**config.mk**
```make
export PLATFORM = sky130hd
export DESIGN_NAME = relay_output_controller
export DESIGN_NICKNAME = d
export VERILOG_FILES = /design/src/relay_output_pkg.sv /design/src/relay_output_controller.sv /design/src/input_sync3.sv
export SDC_FILE = /design/constraint.sdc
export NUM_CORES = 1
export LEC_CHECK = 0
export BUFFER_PORTS_ARGS = -buffer_cell sky130_fd_sc_hd__buf_2
export CORE_AREA = 2 2 107 119
export DETAILED_ROUTE_END_ITERATION = 10
export DIE_AREA = 0 0 109 121
export GPL_TIMING_DRIVEN = 0
export PLACE_DENSITY_LB_ADDON = 0.1
export SYNTH_ARGS = -nofsm -noshare
export SYNTH_HDL_FRONTEND = slang
export SYNTH_HIERARCHICAL = 1
export SYNTH_SLANG_ARGS = --single-unit
```
**constraint.sdc**
```tcl
create_clock -name i_clk_sys -period 4.69 [get_ports i_clk_sys]
set_clock_uncertainty 0.2 [all_clocks]
set_input_delay 0.469 -clock i_clk_sys [delete_from_list [all_inputs] [get_ports i_clk_sys]]
set_output_delay 0.469 -clock i_clk_sys [all_outputs]
set_load 0.03 [all_outputs]
```
**src/relay_output_pkg.sv**
```systemverilog
// Package: constants and types shared by the relay output controller.
// Assumes a single 20 MHz system clock.
package relay_output_pkg;

    // ****************************************
    // Variant and layout
    // ****************************************
    localparam int N_CH_8         = 8;
    localparam int N_CH_16        = 16;
    localparam int N_CH_MAX       = 16;
    localparam int FORM_A_PER_8   = 5;

    // ****************************************
    // Inhibit mode switch encodings {sw2, sw1}
    // ****************************************
    localparam logic [1:0] SW_BOTH_OFF = 2'h0;
    localparam logic [1:0] SW_FIRST_ON = 2'h1;
    localparam logic [1:0] SW_SECOND_ON = 2'h2;
    localparam logic [1:0] SW_BOTH_ON  = 2'h3;

    // ****************************************
    // Fail-safe setting per output
    // ****************************************
    localparam logic [1:0] FS_KEEP_LAST_VALUE = 2'h0;
    localparam logic [1:0] FS_PREDEF_0        = 2'h1;
    localparam logic [1:0] FS_PREDEF_1        = 2'h2;

    // ****************************************
    // Reset values
    // ****************************************
    localparam logic [15:0] RST_OUT     = 16'h0000;
    localparam logic [15:0] RST_FLAGS   = 16'h0000;
    localparam logic [2:0]  RST_SYNC    = 3'h0;

    // Startup latch-reset pulse length, cycles
    localparam int STARTUP_PULSE_CYC = 4;

    typedef enum logic [3:0] {
        ST_STARTUP = 4'h1,
        ST_RUN     = 4'h2,
        ST_FAILSAFE = 4'h4,
        ST_SLEEP   = 4'h8
    } ctrl_state_t;

endpackage

```
**src/relay_output_controller.sv**
```systemverilog
// Relay output controller: fail-safe, masking, inhibit, freeze, sleep,
// back-indication mismatch and failure reporting.
// Assumes CPU-side controls are synchronous to i_clk_sys; pins are not.
//
// Overview of operation
// - Eight or sixteen channels, chosen by variant parameter.
// - Energized relays drop on failure; latching relays hold last state.
// - Compare command with back indication; report disagreement to CPU.
// - Shorted inhibit input permits relays; open input inhibits all.
// - Inhibited: energized relays go 0; latching relays freeze.
// - Current inhibit status is readable by the user program.
// - Mismatch reporting suppressed while inhibited.
// - Two-bit switch picks inhibit enabled, software, or disabled (default).
// - Per-output fail-safe keep-last or predefined value on stop or link loss.
// - Mask forces predefined value in normal operation; default cleared.
// - Startup-reset option, default on, resets latching relays at startup.
// - User program may command sleep; module stops and idles.
// - On failure light error indicator and present failure status.
// - Freeze holds outputs at values present on entry.
// - Eight-channel: outputs 1-5 normally-open, 6-8 changeover.
`timescale 1ns/1ns
module relay_output_controller #(
    parameter int         N_CH          = relay_output_pkg::N_CH_16,
    parameter logic       LATCHING_TYPE = 1'b0
) (
    input  wire logic               i_clk_sys,
    input  wire logic               i_rstn,
    input  wire logic [N_CH-1:0]    i_user_value,
    input  wire logic               i_program_running,
    input  wire logic               i_cpu_link_ok,
    input  wire logic [2*N_CH-1:0]  i_failsafe_cfg,
    input  wire logic [N_CH-1:0]    i_mask,
    input  wire logic [N_CH-1:0]    i_predefined_value,
    input  wire logic               i_startup_reset_en,
    input  wire logic               i_sw_inhibit_en,
    input  wire logic [1:0]         i_inhibit_mode_switch,
    input  wire logic               i_inhibit_control_input,
    input  wire logic               i_sleep_req,
    input  wire logic               i_freeze_req,
    input  wire logic               i_module_fault,
    input  wire logic [N_CH-1:0]    i_back_indication,
    input  wire logic               i_mismatch_read,
    output logic [N_CH-1:0]         o_relay_drive,
    output logic [N_CH-1:0]         o_latch_reset,
    output logic [N_CH-1:0]         o_form_c,
    output logic [N_CH-1:0]         o_mismatch,
    output logic                    o_inhibited,
    output logic                    o_failure,
    output logic                    o_err_led,
    output logic                    o_sleeping
);
    // ****************************************
    // Pin synchronisers
    // ****************************************
    logic ctl_closed;
    logic fb_sync [N_CH];
    logic [N_CH-1:0] fb;

    input_sync3 u_sync_ctl (
        .i_clk_sys (i_clk_sys),
        .i_rstn    (i_rstn),
        .i_async   (i_inhibit_control_input),
        .o_level   (ctl_closed)
    );

    for (genvar g = 0; g < N_CH; g++) begin : g_fb
        input_sync3 u_sync_fb (
            .i_clk_sys (i_clk_sys),
            .i_rstn    (i_rstn),
            .i_async   (i_back_indication[g]),
            .o_level   (fb_sync[g])
        );
        assign fb[g] = fb_sync[g];
    end

    // ****************************************
    // Variant wiring
    // ****************************************
    // Outputs 1-5 of each group of 8 are form A, 6-8 form C
    for (genvar g = 0; g < N_CH; g++) begin : g_form
        assign o_form_c[g] = ((g % relay_output_pkg::N_CH_8) >= relay_output_pkg::FORM_A_PER_8);
    end

    // ****************************************
    // Inhibit selection
    // ****************************************
    logic inhibit_enabled;
    logic inhibit_now;

    always_comb begin
        if (i_inhibit_mode_switch == relay_output_pkg::SW_BOTH_ON) begin
            inhibit_enabled = 1'b0;
        end else if (i_inhibit_mode_switch == relay_output_pkg::SW_FIRST_ON) begin
            inhibit_enabled = i_sw_inhibit_en;
        end else begin
            inhibit_enabled = 1'b1;
        end
    end

    assign inhibit_now = inhibit_enabled && !ctl_closed;

    always_ff @(posedge i_clk_sys or negedge i_rstn) begin
        if (!i_rstn) begin
            o_inhibited <= 1'b0;
        end else begin
            o_inhibited <= inhibit_now;
        end
    end

    // ****************************************
    // Control state machine
    // ****************************************
    relay_output_pkg::ctrl_state_t state_r;
    relay_output_pkg::ctrl_state_t state_nxt;
    logic [2:0] start_cnt_r;
    logic       link_lost;

    assign link_lost = !i_program_running || !i_cpu_link_ok;

    always_comb begin
        state_nxt = state_r;
        case (state_r)
            relay_output_pkg::ST_STARTUP: begin
                if (start_cnt_r == 3'(relay_output_pkg::STARTUP_PULSE_CYC - 1)) begin
                    state_nxt = relay_output_pkg::ST_RUN;
                end
            end
            relay_output_pkg::ST_RUN: begin
                if (i_sleep_req) begin
                    state_nxt = relay_output_pkg::ST_SLEEP;
                end else if (link_lost) begin
                    state_nxt = relay_output_pkg::ST_FAILSAFE;
                end
            end
            relay_output_pkg::ST_FAILSAFE: begin
                if (i_sleep_req) begin
                    state_nxt = relay_output_pkg::ST_SLEEP;
                end else if (!link_lost) begin
                    state_nxt = relay_output_pkg::ST_RUN;
                end
            end
            relay_output_pkg::ST_SLEEP: begin
                if (!i_sleep_req) begin
                    state_nxt = relay_output_pkg::ST_RUN;
                end
            end
            default: begin
                state_nxt = relay_output_pkg::ST_STARTUP;
            end
        endcase
    end

    always_ff @(posedge i_clk_sys or negedge i_rstn) begin
        if (!i_rstn) begin
            state_r <= relay_output_pkg::ST_STARTUP;
        end else begin
            state_r <= state_nxt;
        end
    end

    always_ff @(posedge i_clk_sys or negedge i_rstn) begin
        if (!i_rstn) begin
            start_cnt_r <= 3'h0;
        end else if (state_r == relay_output_pkg::ST_STARTUP) begin
            start_cnt_r <= start_cnt_r + 3'h1;
        end
    end

    assign o_sleeping = (state_r == relay_output_pkg::ST_SLEEP);

    // ****************************************
    // Startup latch reset
    // ****************************************
    always_ff @(posedge i_clk_sys or negedge i_rstn) begin
        if (!i_rstn) begin
            o_latch_reset <= '0;
        end else begin
            o_latch_reset <= {N_CH{LATCHING_TYPE && i_startup_reset_en
                               && state_r == relay_output_pkg::ST_STARTUP}};
        end
    end

    // ****************************************
    // Output value selection
    // ****************************************
    logic            freeze_r;
    logic [N_CH-1:0] drive_nxt;

    always_ff @(posedge i_clk_sys or negedge i_rstn) begin
        if (!i_rstn) begin
            freeze_r <= 1'b0;
        end else begin
            freeze_r <= i_freeze_req;
        end
    end

    always_comb begin
        drive_nxt = o_relay_drive;
        for (int i = 0; i < N_CH; i++) begin
            if (state_r == relay_output_pkg::ST_FAILSAFE) begin
                if (i_failsafe_cfg[2*i +: 2] == relay_output_pkg::FS_PREDEF_0) begin
                    drive_nxt[i] = 1'b0;
                end else if (i_failsafe_cfg[2*i +: 2] == relay_output_pkg::FS_PREDEF_1) begin
                    drive_nxt[i] = 1'b1;
                end
            end else if (state_r == relay_output_pkg::ST_RUN && !freeze_r && !i_freeze_req) begin
                drive_nxt[i] = i_mask[i] ? i_predefined_value[i] : i_user_value[i];
            end
        end
        if (i_module_fault) begin
            drive_nxt = LATCHING_TYPE ? o_relay_drive : '0;
        end else if (inhibit_now) begin
            drive_nxt = LATCHING_TYPE ? o_relay_drive : '0;
        end else if (state_r == relay_output_pkg::ST_STARTUP) begin
            drive_nxt = relay_output_pkg::RST_OUT[N_CH-1:0];
        end
    end

    // Freeze keeps the value held on entry
    always_ff @(posedge i_clk_sys or negedge i_rstn) begin
        if (!i_rstn) begin
            o_relay_drive <= relay_output_pkg::RST_OUT[N_CH-1:0];
        end else begin
            o_relay_drive <= drive_nxt;
        end
    end

    // ****************************************
    // Mismatch and failure
    // ****************************************
    logic [N_CH-1:0] mismatch_evt;

    assign mismatch_evt = (o_relay_drive ^ fb) & {N_CH{!o_inhibited && !o_sleeping}};

    // Set wins over the read-clear
    always_ff @(posedge i_clk_sys or negedge i_rstn) begin
        if (!i_rstn) begin
            o_mismatch <= relay_output_pkg::RST_FLAGS[N_CH-1:0];
        end else if (i_mismatch_read) begin
            o_mismatch <= mismatch_evt;
        end else begin
            o_mismatch <= o_mismatch | mismatch_evt;
        end
    end

    always_ff @(posedge i_clk_sys or negedge i_rstn) begin
        if (!i_rstn) begin
            o_failure <= 1'b0;
        end else begin
            o_failure <= i_module_fault;
        end
    end

    assign o_err_led = o_failure;

    // ****************************************
    // Checks
    // ****************************************
    a_inhibit_ee_zero: assert property (@(posedge i_clk_sys) disable iff (!i_rstn)
        (inhibit_now && !LATCHING_TYPE) |=> (o_relay_drive == '0))
        else $error("energized relays not dropped under inhibit");
    a_inhibit_ml_hold: assert property (@(posedge i_clk_sys) disable iff (!i_rstn)
        (inhibit_now && LATCHING_TYPE) |=> $stable(o_relay_drive))
        else $error("latching relays changed under inhibit");
    a_fault_ee_drop: assert property (@(posedge i_clk_sys) disable iff (!i_rstn)
        (i_module_fault && !LATCHING_TYPE) |=> (o_relay_drive == '0) && o_err_led)
        else $error("fault did not drop outputs");
    a_freeze_hold: assert property (@(posedge i_clk_sys) disable iff (!i_rstn)
        (freeze_r && i_freeze_req && !i_module_fault && state_r == relay_output_pkg::ST_RUN
         && !inhibit_now) |=> $stable(o_relay_drive))
        else $error("frozen outputs changed");
    a_mask_force: assert property (@(posedge i_clk_sys) disable iff (!i_rstn)
        (state_r == relay_output_pkg::ST_RUN && !freeze_r && !i_freeze_req && !i_module_fault
         && !inhibit_now) |=> (o_relay_drive == (($past(i_mask) & $past(i_predefined_value))
         | (~$past(i_mask) & $past(i_user_value)))))
        else $error("masked output value wrong");
    a_inhibit_status: assert property (@(posedge i_clk_sys) disable iff (!i_rstn)
        (i_inhibit_mode_switch == relay_output_pkg::SW_BOTH_ON) [*2] |=> !o_inhibited)
        else $error("inhibit reported while disabled");
    a_mismatch_quiet: assert property (@(posedge i_clk_sys) disable iff (!i_rstn)
        (o_inhibited && i_mismatch_read) |=> (o_mismatch == '0))
        else $error("mismatch reported under inhibit");
    a_sleep_enter: assert property (@(posedge i_clk_sys) disable iff (!i_rstn)
        (state_r == relay_output_pkg::ST_RUN && i_sleep_req) |=> o_sleeping)
        else $error("sleep not entered");
    a_startup_reset: assert property (@(posedge i_clk_sys) disable iff (!i_rstn)
        (i_rstn && state_r == relay_output_pkg::ST_STARTUP && LATCHING_TYPE && i_startup_reset_en)
        |=> (o_latch_reset == '1))
        else $error("latch reset pulse missing");
endmodule

```
**src/input_sync3.sv**
```systemverilog
// Three-stage synchroniser with agreement of the last two stages.
// Assumes the input is asynchronous to i_clk_sys.
`timescale 1ns/1ns
module input_sync3 (
    input  wire logic i_clk_sys,
    input  wire logic i_rstn,
    input  wire logic i_async,
    output logic      o_level
);
    logic [2:0] sync_r;

    always_ff @(posedge i_clk_sys or negedge i_rstn) begin
        if (!i_rstn) begin
            sync_r <= relay_output_pkg::RST_SYNC;
        end else begin
            sync_r <= {sync_r[1:0], i_async};
        end
    end

    // Change accepted once stages two and three agree
    always_ff @(posedge i_clk_sys or negedge i_rstn) begin
        if (!i_rstn) begin
            o_level <= 1'b0;
        end else if (sync_r[1] == sync_r[2]) begin
            o_level <= sync_r[2];
        end
    end
endmodule

```
# == Word-level counts from Yosys, hierarchy flattened ==
# Cells that the tools add are included.
# totals
register_bits,110
input_bits,109
elab_cells,259
# op_classes
add_sub_neg,1
n_eq_ne,76
n_mux,93
n_bitwise,3
n_reduce_logical,30
# ops
op,count
two-way mux 1 bit,82
!= test 6 x 3 -> 1 bit (second input constant),11
two-way mux 16 bit,4
== test 2 x 1 -> 1 bit (second input constant),17
== test 2 bit (second input constant),17
AND reduction 2 bit,16
!= test 6 x 5 -> 1 bit (second input constant),5
two-way mux 4 bit,6
== test 1 bit,17
bitwise AND 16 bit,1
OR 16 bit,1
case mux 4 bit (4 select lines),1
XOR 16 bit,1
logical NOT 1 bit,7
!= test 3 bit (second input constant),2
nonzero test 5 bit,1
== test 4 x 1 -> 1 bit (second input constant),1
== test 4 x 2 -> 1 bit (second input constant),1
== test 4 x 3 -> 1 bit (second input constant),1
== test 4 bit (second input constant),1
logical AND 1 bit,4
!= test 2 bit (second input constant),2
AND reduction 4 bit,1
adder 3 x 1 -> 3 bit (second input constant),1
other kinds (2),2

# == Longest topological paths before layout ==
# logic_depth
ltp_word,8
ltp_mapped,7

# == By module ==
# The synthesis kept the hierarchy.
# by_module_without_submodules
module,n_inst,cells_per_inst,area_per_inst_um2,seq_area_each_um2
relay_output_controller,1,318,2795.2,1052.3
input_sync3,17,5,111.4,100.1

# == Least setup slack after synthesis ==
# No wires, ideal clock.
# synth_timing
path_type,reg-to-reg
start,register state_r[2]
end,register o_mismatch[10]
setup_ns,0.135
arrival_ns,1.997
required_ns,4.355
path_slack_ns,2.359
path_stages_with_launch,8
n_path_buf,3
cell_sequence,dfrtp_1 > buf_2 > nand2b_1 > nor3_1 > or2_2 > buf_2 > buf_2 > o22ai_1
# synth_via
elab_chain_cells,6
# synth_rtl
element,line,source
start: declaration,relay_output_controller.sv:113,relay_output_pkg::ctrl_state_t state_r;
start signal: assignment,relay_output_controller.sv:155,state_r <= relay_output_pkg::ST_STARTUP;
start signal: assignment,relay_output_controller.sv:157,state_r <= state_nxt;
== test 4 bit *,relay_output_controller.sv:169,assign o_sleeping = (state_r == relay_output_pkg::ST_SLEEP);
via o_sleeping,relay_output_controller.sv:50,output logic o_sleeping
logical NOT 1 bit *,relay_output_controller.sv:233,assign mismatch_evt = (o_relay_drive ^ fb) & {N_CH{!o_inhibited && !o_sleeping}};
logical AND 1 bit *,relay_output_controller.sv:233,
bitwise AND 16 bit *,relay_output_controller.sv:233,
OR 16 bit,relay_output_controller.sv:242,o_mismatch <= o_mismatch | mismatch_evt;
two-way mux 16 bit *,relay_output_controller.sv:239,end else if (i_mismatch_read) begin
end signal: assignment,relay_output_controller.sv:238,o_mismatch <= relay_output_pkg::RST_FLAGS[N_CH-1:0];
end signal: assignment,relay_output_controller.sv:240,o_mismatch <= mismatch_evt;
end signal: assignment,relay_output_controller.sv:242,
end: declaration,relay_output_controller.sv:46,"output logic [N_CH-1:0] o_mismatch,"
# Mark *: on every way through the listed nets, which the timed path passes. The rest lies on a longest branch.
# A chain may end at the register's enable or synchronous reset.

# == Final worst setup path ==
# layout_timing
start,register state_r[2]
end,output port o_sleeping
# layout_via
elab_chain_cells,1
# layout_rtl
element,line
== test 4 bit,relay_output_controller.sv:169
end: declaration,relay_output_controller.sv:50
# No other way between the ends.

==> flow_metrics.env <==
export IMPL_outcome="finished clean"
export IMPL_port_buffers=142
export IMPL_min_period_over_period_pct=46.3
export IMPL_antenna_found_initial=0
export IMPL_tns_ns=0
export IMPL_fp_dieArea_um2=13200
export IMPL_hold_path_class="input port to register"
export IMPL_critical_path_required_ns=4.02
export IMPL_gr_total_overflow=0
export IMPL_synth_enable_flop_cells=0
export IMPL_cp_data_arrival_time_ns=1.50
export IMPL_grt_max_degree=59
export IMPL_dpl_hpwl_um=7720
export IMPL_synth_cells=403
export IMPL_total_power_mw=3.08
export IMPL_cp_start_kind="register"
export IMPL_io_pins=177
export IMPL_vias=3376
export IMPL_synthFlopType="dfrtp_1"
export IMPL_vias_per_cell=4.52
export IMPL_core_um2=11900
export IMPL_drc=0
export IMPL_reg2regPathDepth=6
export IMPL_endpoint_kind="output pin"
export IMPL_post_cts_resized=0
export IMPL_final_area_um2=6040
export IMPL_hold_path_cell_count=1
export IMPL_r2r_slack_ns=2.53
export IMPL_drv_slew=0
export IMPL_crit_type="register to output pin"
export IMPL_crit_path_max_fanout=10
export IMPL_synth_seq_area_share_pct=58.7
export IMPL_insertion_delay_ns=0.34
export IMPL_wire_per_inst_um=13.9
export IMPL_die_height_um=121
export IMPL_dp_cells=730
export IMPL_drtPass1Iterations=4
export IMPL_peakVddDrop_mv=0.204
export IMPL_period_minus_slack_ns=2.17
export IMPL_pre_cts_slack_ns=2.50
export IMPL_final_layout_size_suffix_gt1_share_pct=38.1
export IMPL_rows=42
export IMPL_clk_pin_slew_ns=0.07
export IMPL_worstMarginPinSlew_ns=0.716
export IMPL_instances_no_fill=747
export IMPL_syn_area_per_cell_um2=11.6
export IMPL_async_flop_share_pct=100
export IMPL_diodes=0
export IMPL_post_dp_cell_area_um2=5730
export IMPL_min_to="g_fb[11].u_sync_fb/sync_r[0]"
export IMPL_rsz0062_at_grt="false"
export IMPL_layout_setup_ws_ns=2.52
export IMPL_initial_core_util_pct=39.3
export IMPL_power_density_nw_per_um2=510
export IMPL_grt_pass1_vias=3279
export IMPL_worstHoldStart="i_back_indication[11]"
export IMPL_r2r_end="o_relay_drive[9]"
export IMPL_clock_path_buffers=2
export IMPL_numCtsBuffers=9
export IMPL_place_congestion=0.744
export IMPL_drv_cap=0
export IMPL_yosysWarnings=6
export IMPL_cts_tree="built"
export IMPL_final_common_cell="buf_2"
export IMPL_ant_nets=0
export IMPL_wl_um=10400
export IMPL_setup_viol=0
export IMPL_cts_sinks=110
export IMPL_slew_limit_headroom_pct=52.2
export IMPL_hold_viol=0
export IMPL_nFillCells=1139
export IMPL_drtIter0Drc=110
export IMPL_htree_levels=3
export IMPL_root_buffer="clkbuf_16"
export IMPL_die_w_um=109
export IMPL_synth_distinct_cells=40
export IMPL_grt_pass1_wl_um=16400
export IMPL_r2r_start="state_r[2]"
export IMPL_finalNetCount=704
export IMPL_grt_use_total_pct=16.5
export IMPL_synth_seq_cells=110
export IMPL_area_growth_pct=28.9
export IMPL_leakage_nw=3.10
export IMPL_fmax_ghz=0.460
export IMPL_final_cell_mix="147 x buf_2, 109 x dfrtp_1, 36 x buf_4"
export IMPL_synthesis_area_um2=4690
-- critical path, cell delays in order (launching register included) --
cell and delay, ns:
dfrtp_1 0.38, buf_2 0.19, nand2b_1 0.18, nor3_1 0.18, buf_2 0.24
-- area by class of cell --
| class | count | area (um^2) | area share [%] |
|---|---|---|---|
| Sequential cell | 110 | 2750 | 45.6 |
| Multi-Input combinational cell | 238 | 1570 | 25.9 |
| Timing Repair Buffer | 144 | 751 | 12.4 |
| Buffer | 51 | 353 | 5.84 |
| Clock buffer | 12 | 246 | 4.08 |
| Tap cell | 154 | 193 | 3.19 |
| Inverter | 34 | 128 | 2.11 |
| Clock inverter | 4 | 52.6 | 0.870 |
-- sequential cells by signal (all words and copies together), names as in the netlist --
signal	count
o_err_led	1
o_relay_drive	16
freeze_r	1
o_inhibited	1
start_cnt_r	3
state_r	4
g_fb.u_sync_fb/o_level	16
u_sync_ctl/sync_r	3
g_fb.u_sync_fb/sync_r	48
u_sync_ctl/o_level	1
o_mismatch	16
-- power by group --
group	internal [mW]	switching, mW
registers	1.12	0.116
logic	0.405	0.681
clock network	0.432	0.335
-- synth_stat cells (6+ instances only) --
library cell  number  area, um^2
dfrtp_1          109        2730
buf_4             35         263
inv_1             34         128
nand2_1           29         109
mux2i_1           21         210
a21oi_1           18        90.1
maj3_2            17         191
xnor2_1           17         149
o22ai_1           16         100
nor3_1            13        65.1
a31oi_1           12        75.1
nand3_1           11        55.1
o21ai_0           11        55.1
ha_1               7        87.6
buf_2              6        30.0
clkbuf_1           6        22.5
-- layer usage --
metal | up-vias | track usage (%) | routed length, um
met5 | - | 0 | 0
met4 | 0 | 7.05 | 166
met3 | 11 | 3.28 | 498
met2 | 88 | 26.4 | 5200
met1 | 1605 | 21.6 | 4520
li1 | 1672 | - | -
-- how the worst max path moves through the flow --
stage	end	cells past startpoint	from
after global routing	o_relay_drive[5]	6	state_r[2]
after detailed placement	o_relay_drive[12]	6	state_r[2]
after global placement	g_fb[7].u_sync_fb/sync_r[0]	1	i_rstn
after floorplan	o_mismatch[10]	7	state_r[2]
after CTS	o_sleeping	4	state_r[2]
final	o_sleeping	4	state_r[2]
-- per-stage QoR --
stage | hold WS, ns | utilization (%)
after floorplan | -0.0266 | -
after global placement | 0.132 | 47.8
after detailed placement | 0.135 | 48.1
after CTS | 0.00608 | 50.7
after global routing | 0.00257 | 50.7
final | 0.0230 | 50.7
-- cells by family after synthesis --
| family | synth area share (%) |
|---|---|
| and+or+nand+nor | 7.71 |
| AOI/OAI and AO/OA | 8.73 |
| adders and majority gates | 5.95 |
| muxes | 4.72 |
| buffers and inverters | 10.2 |
| other | 0.160 |
| DFF | 58.7 |
| xor gates and xnor gates | 3.74 |
-- timing repair --
item / CTS / global route
hold buffers: 1 / 0
buffers inserted: 0 / 0
hold endpoints to repair: 52 / 0
(Power assumes the default switching activity.)
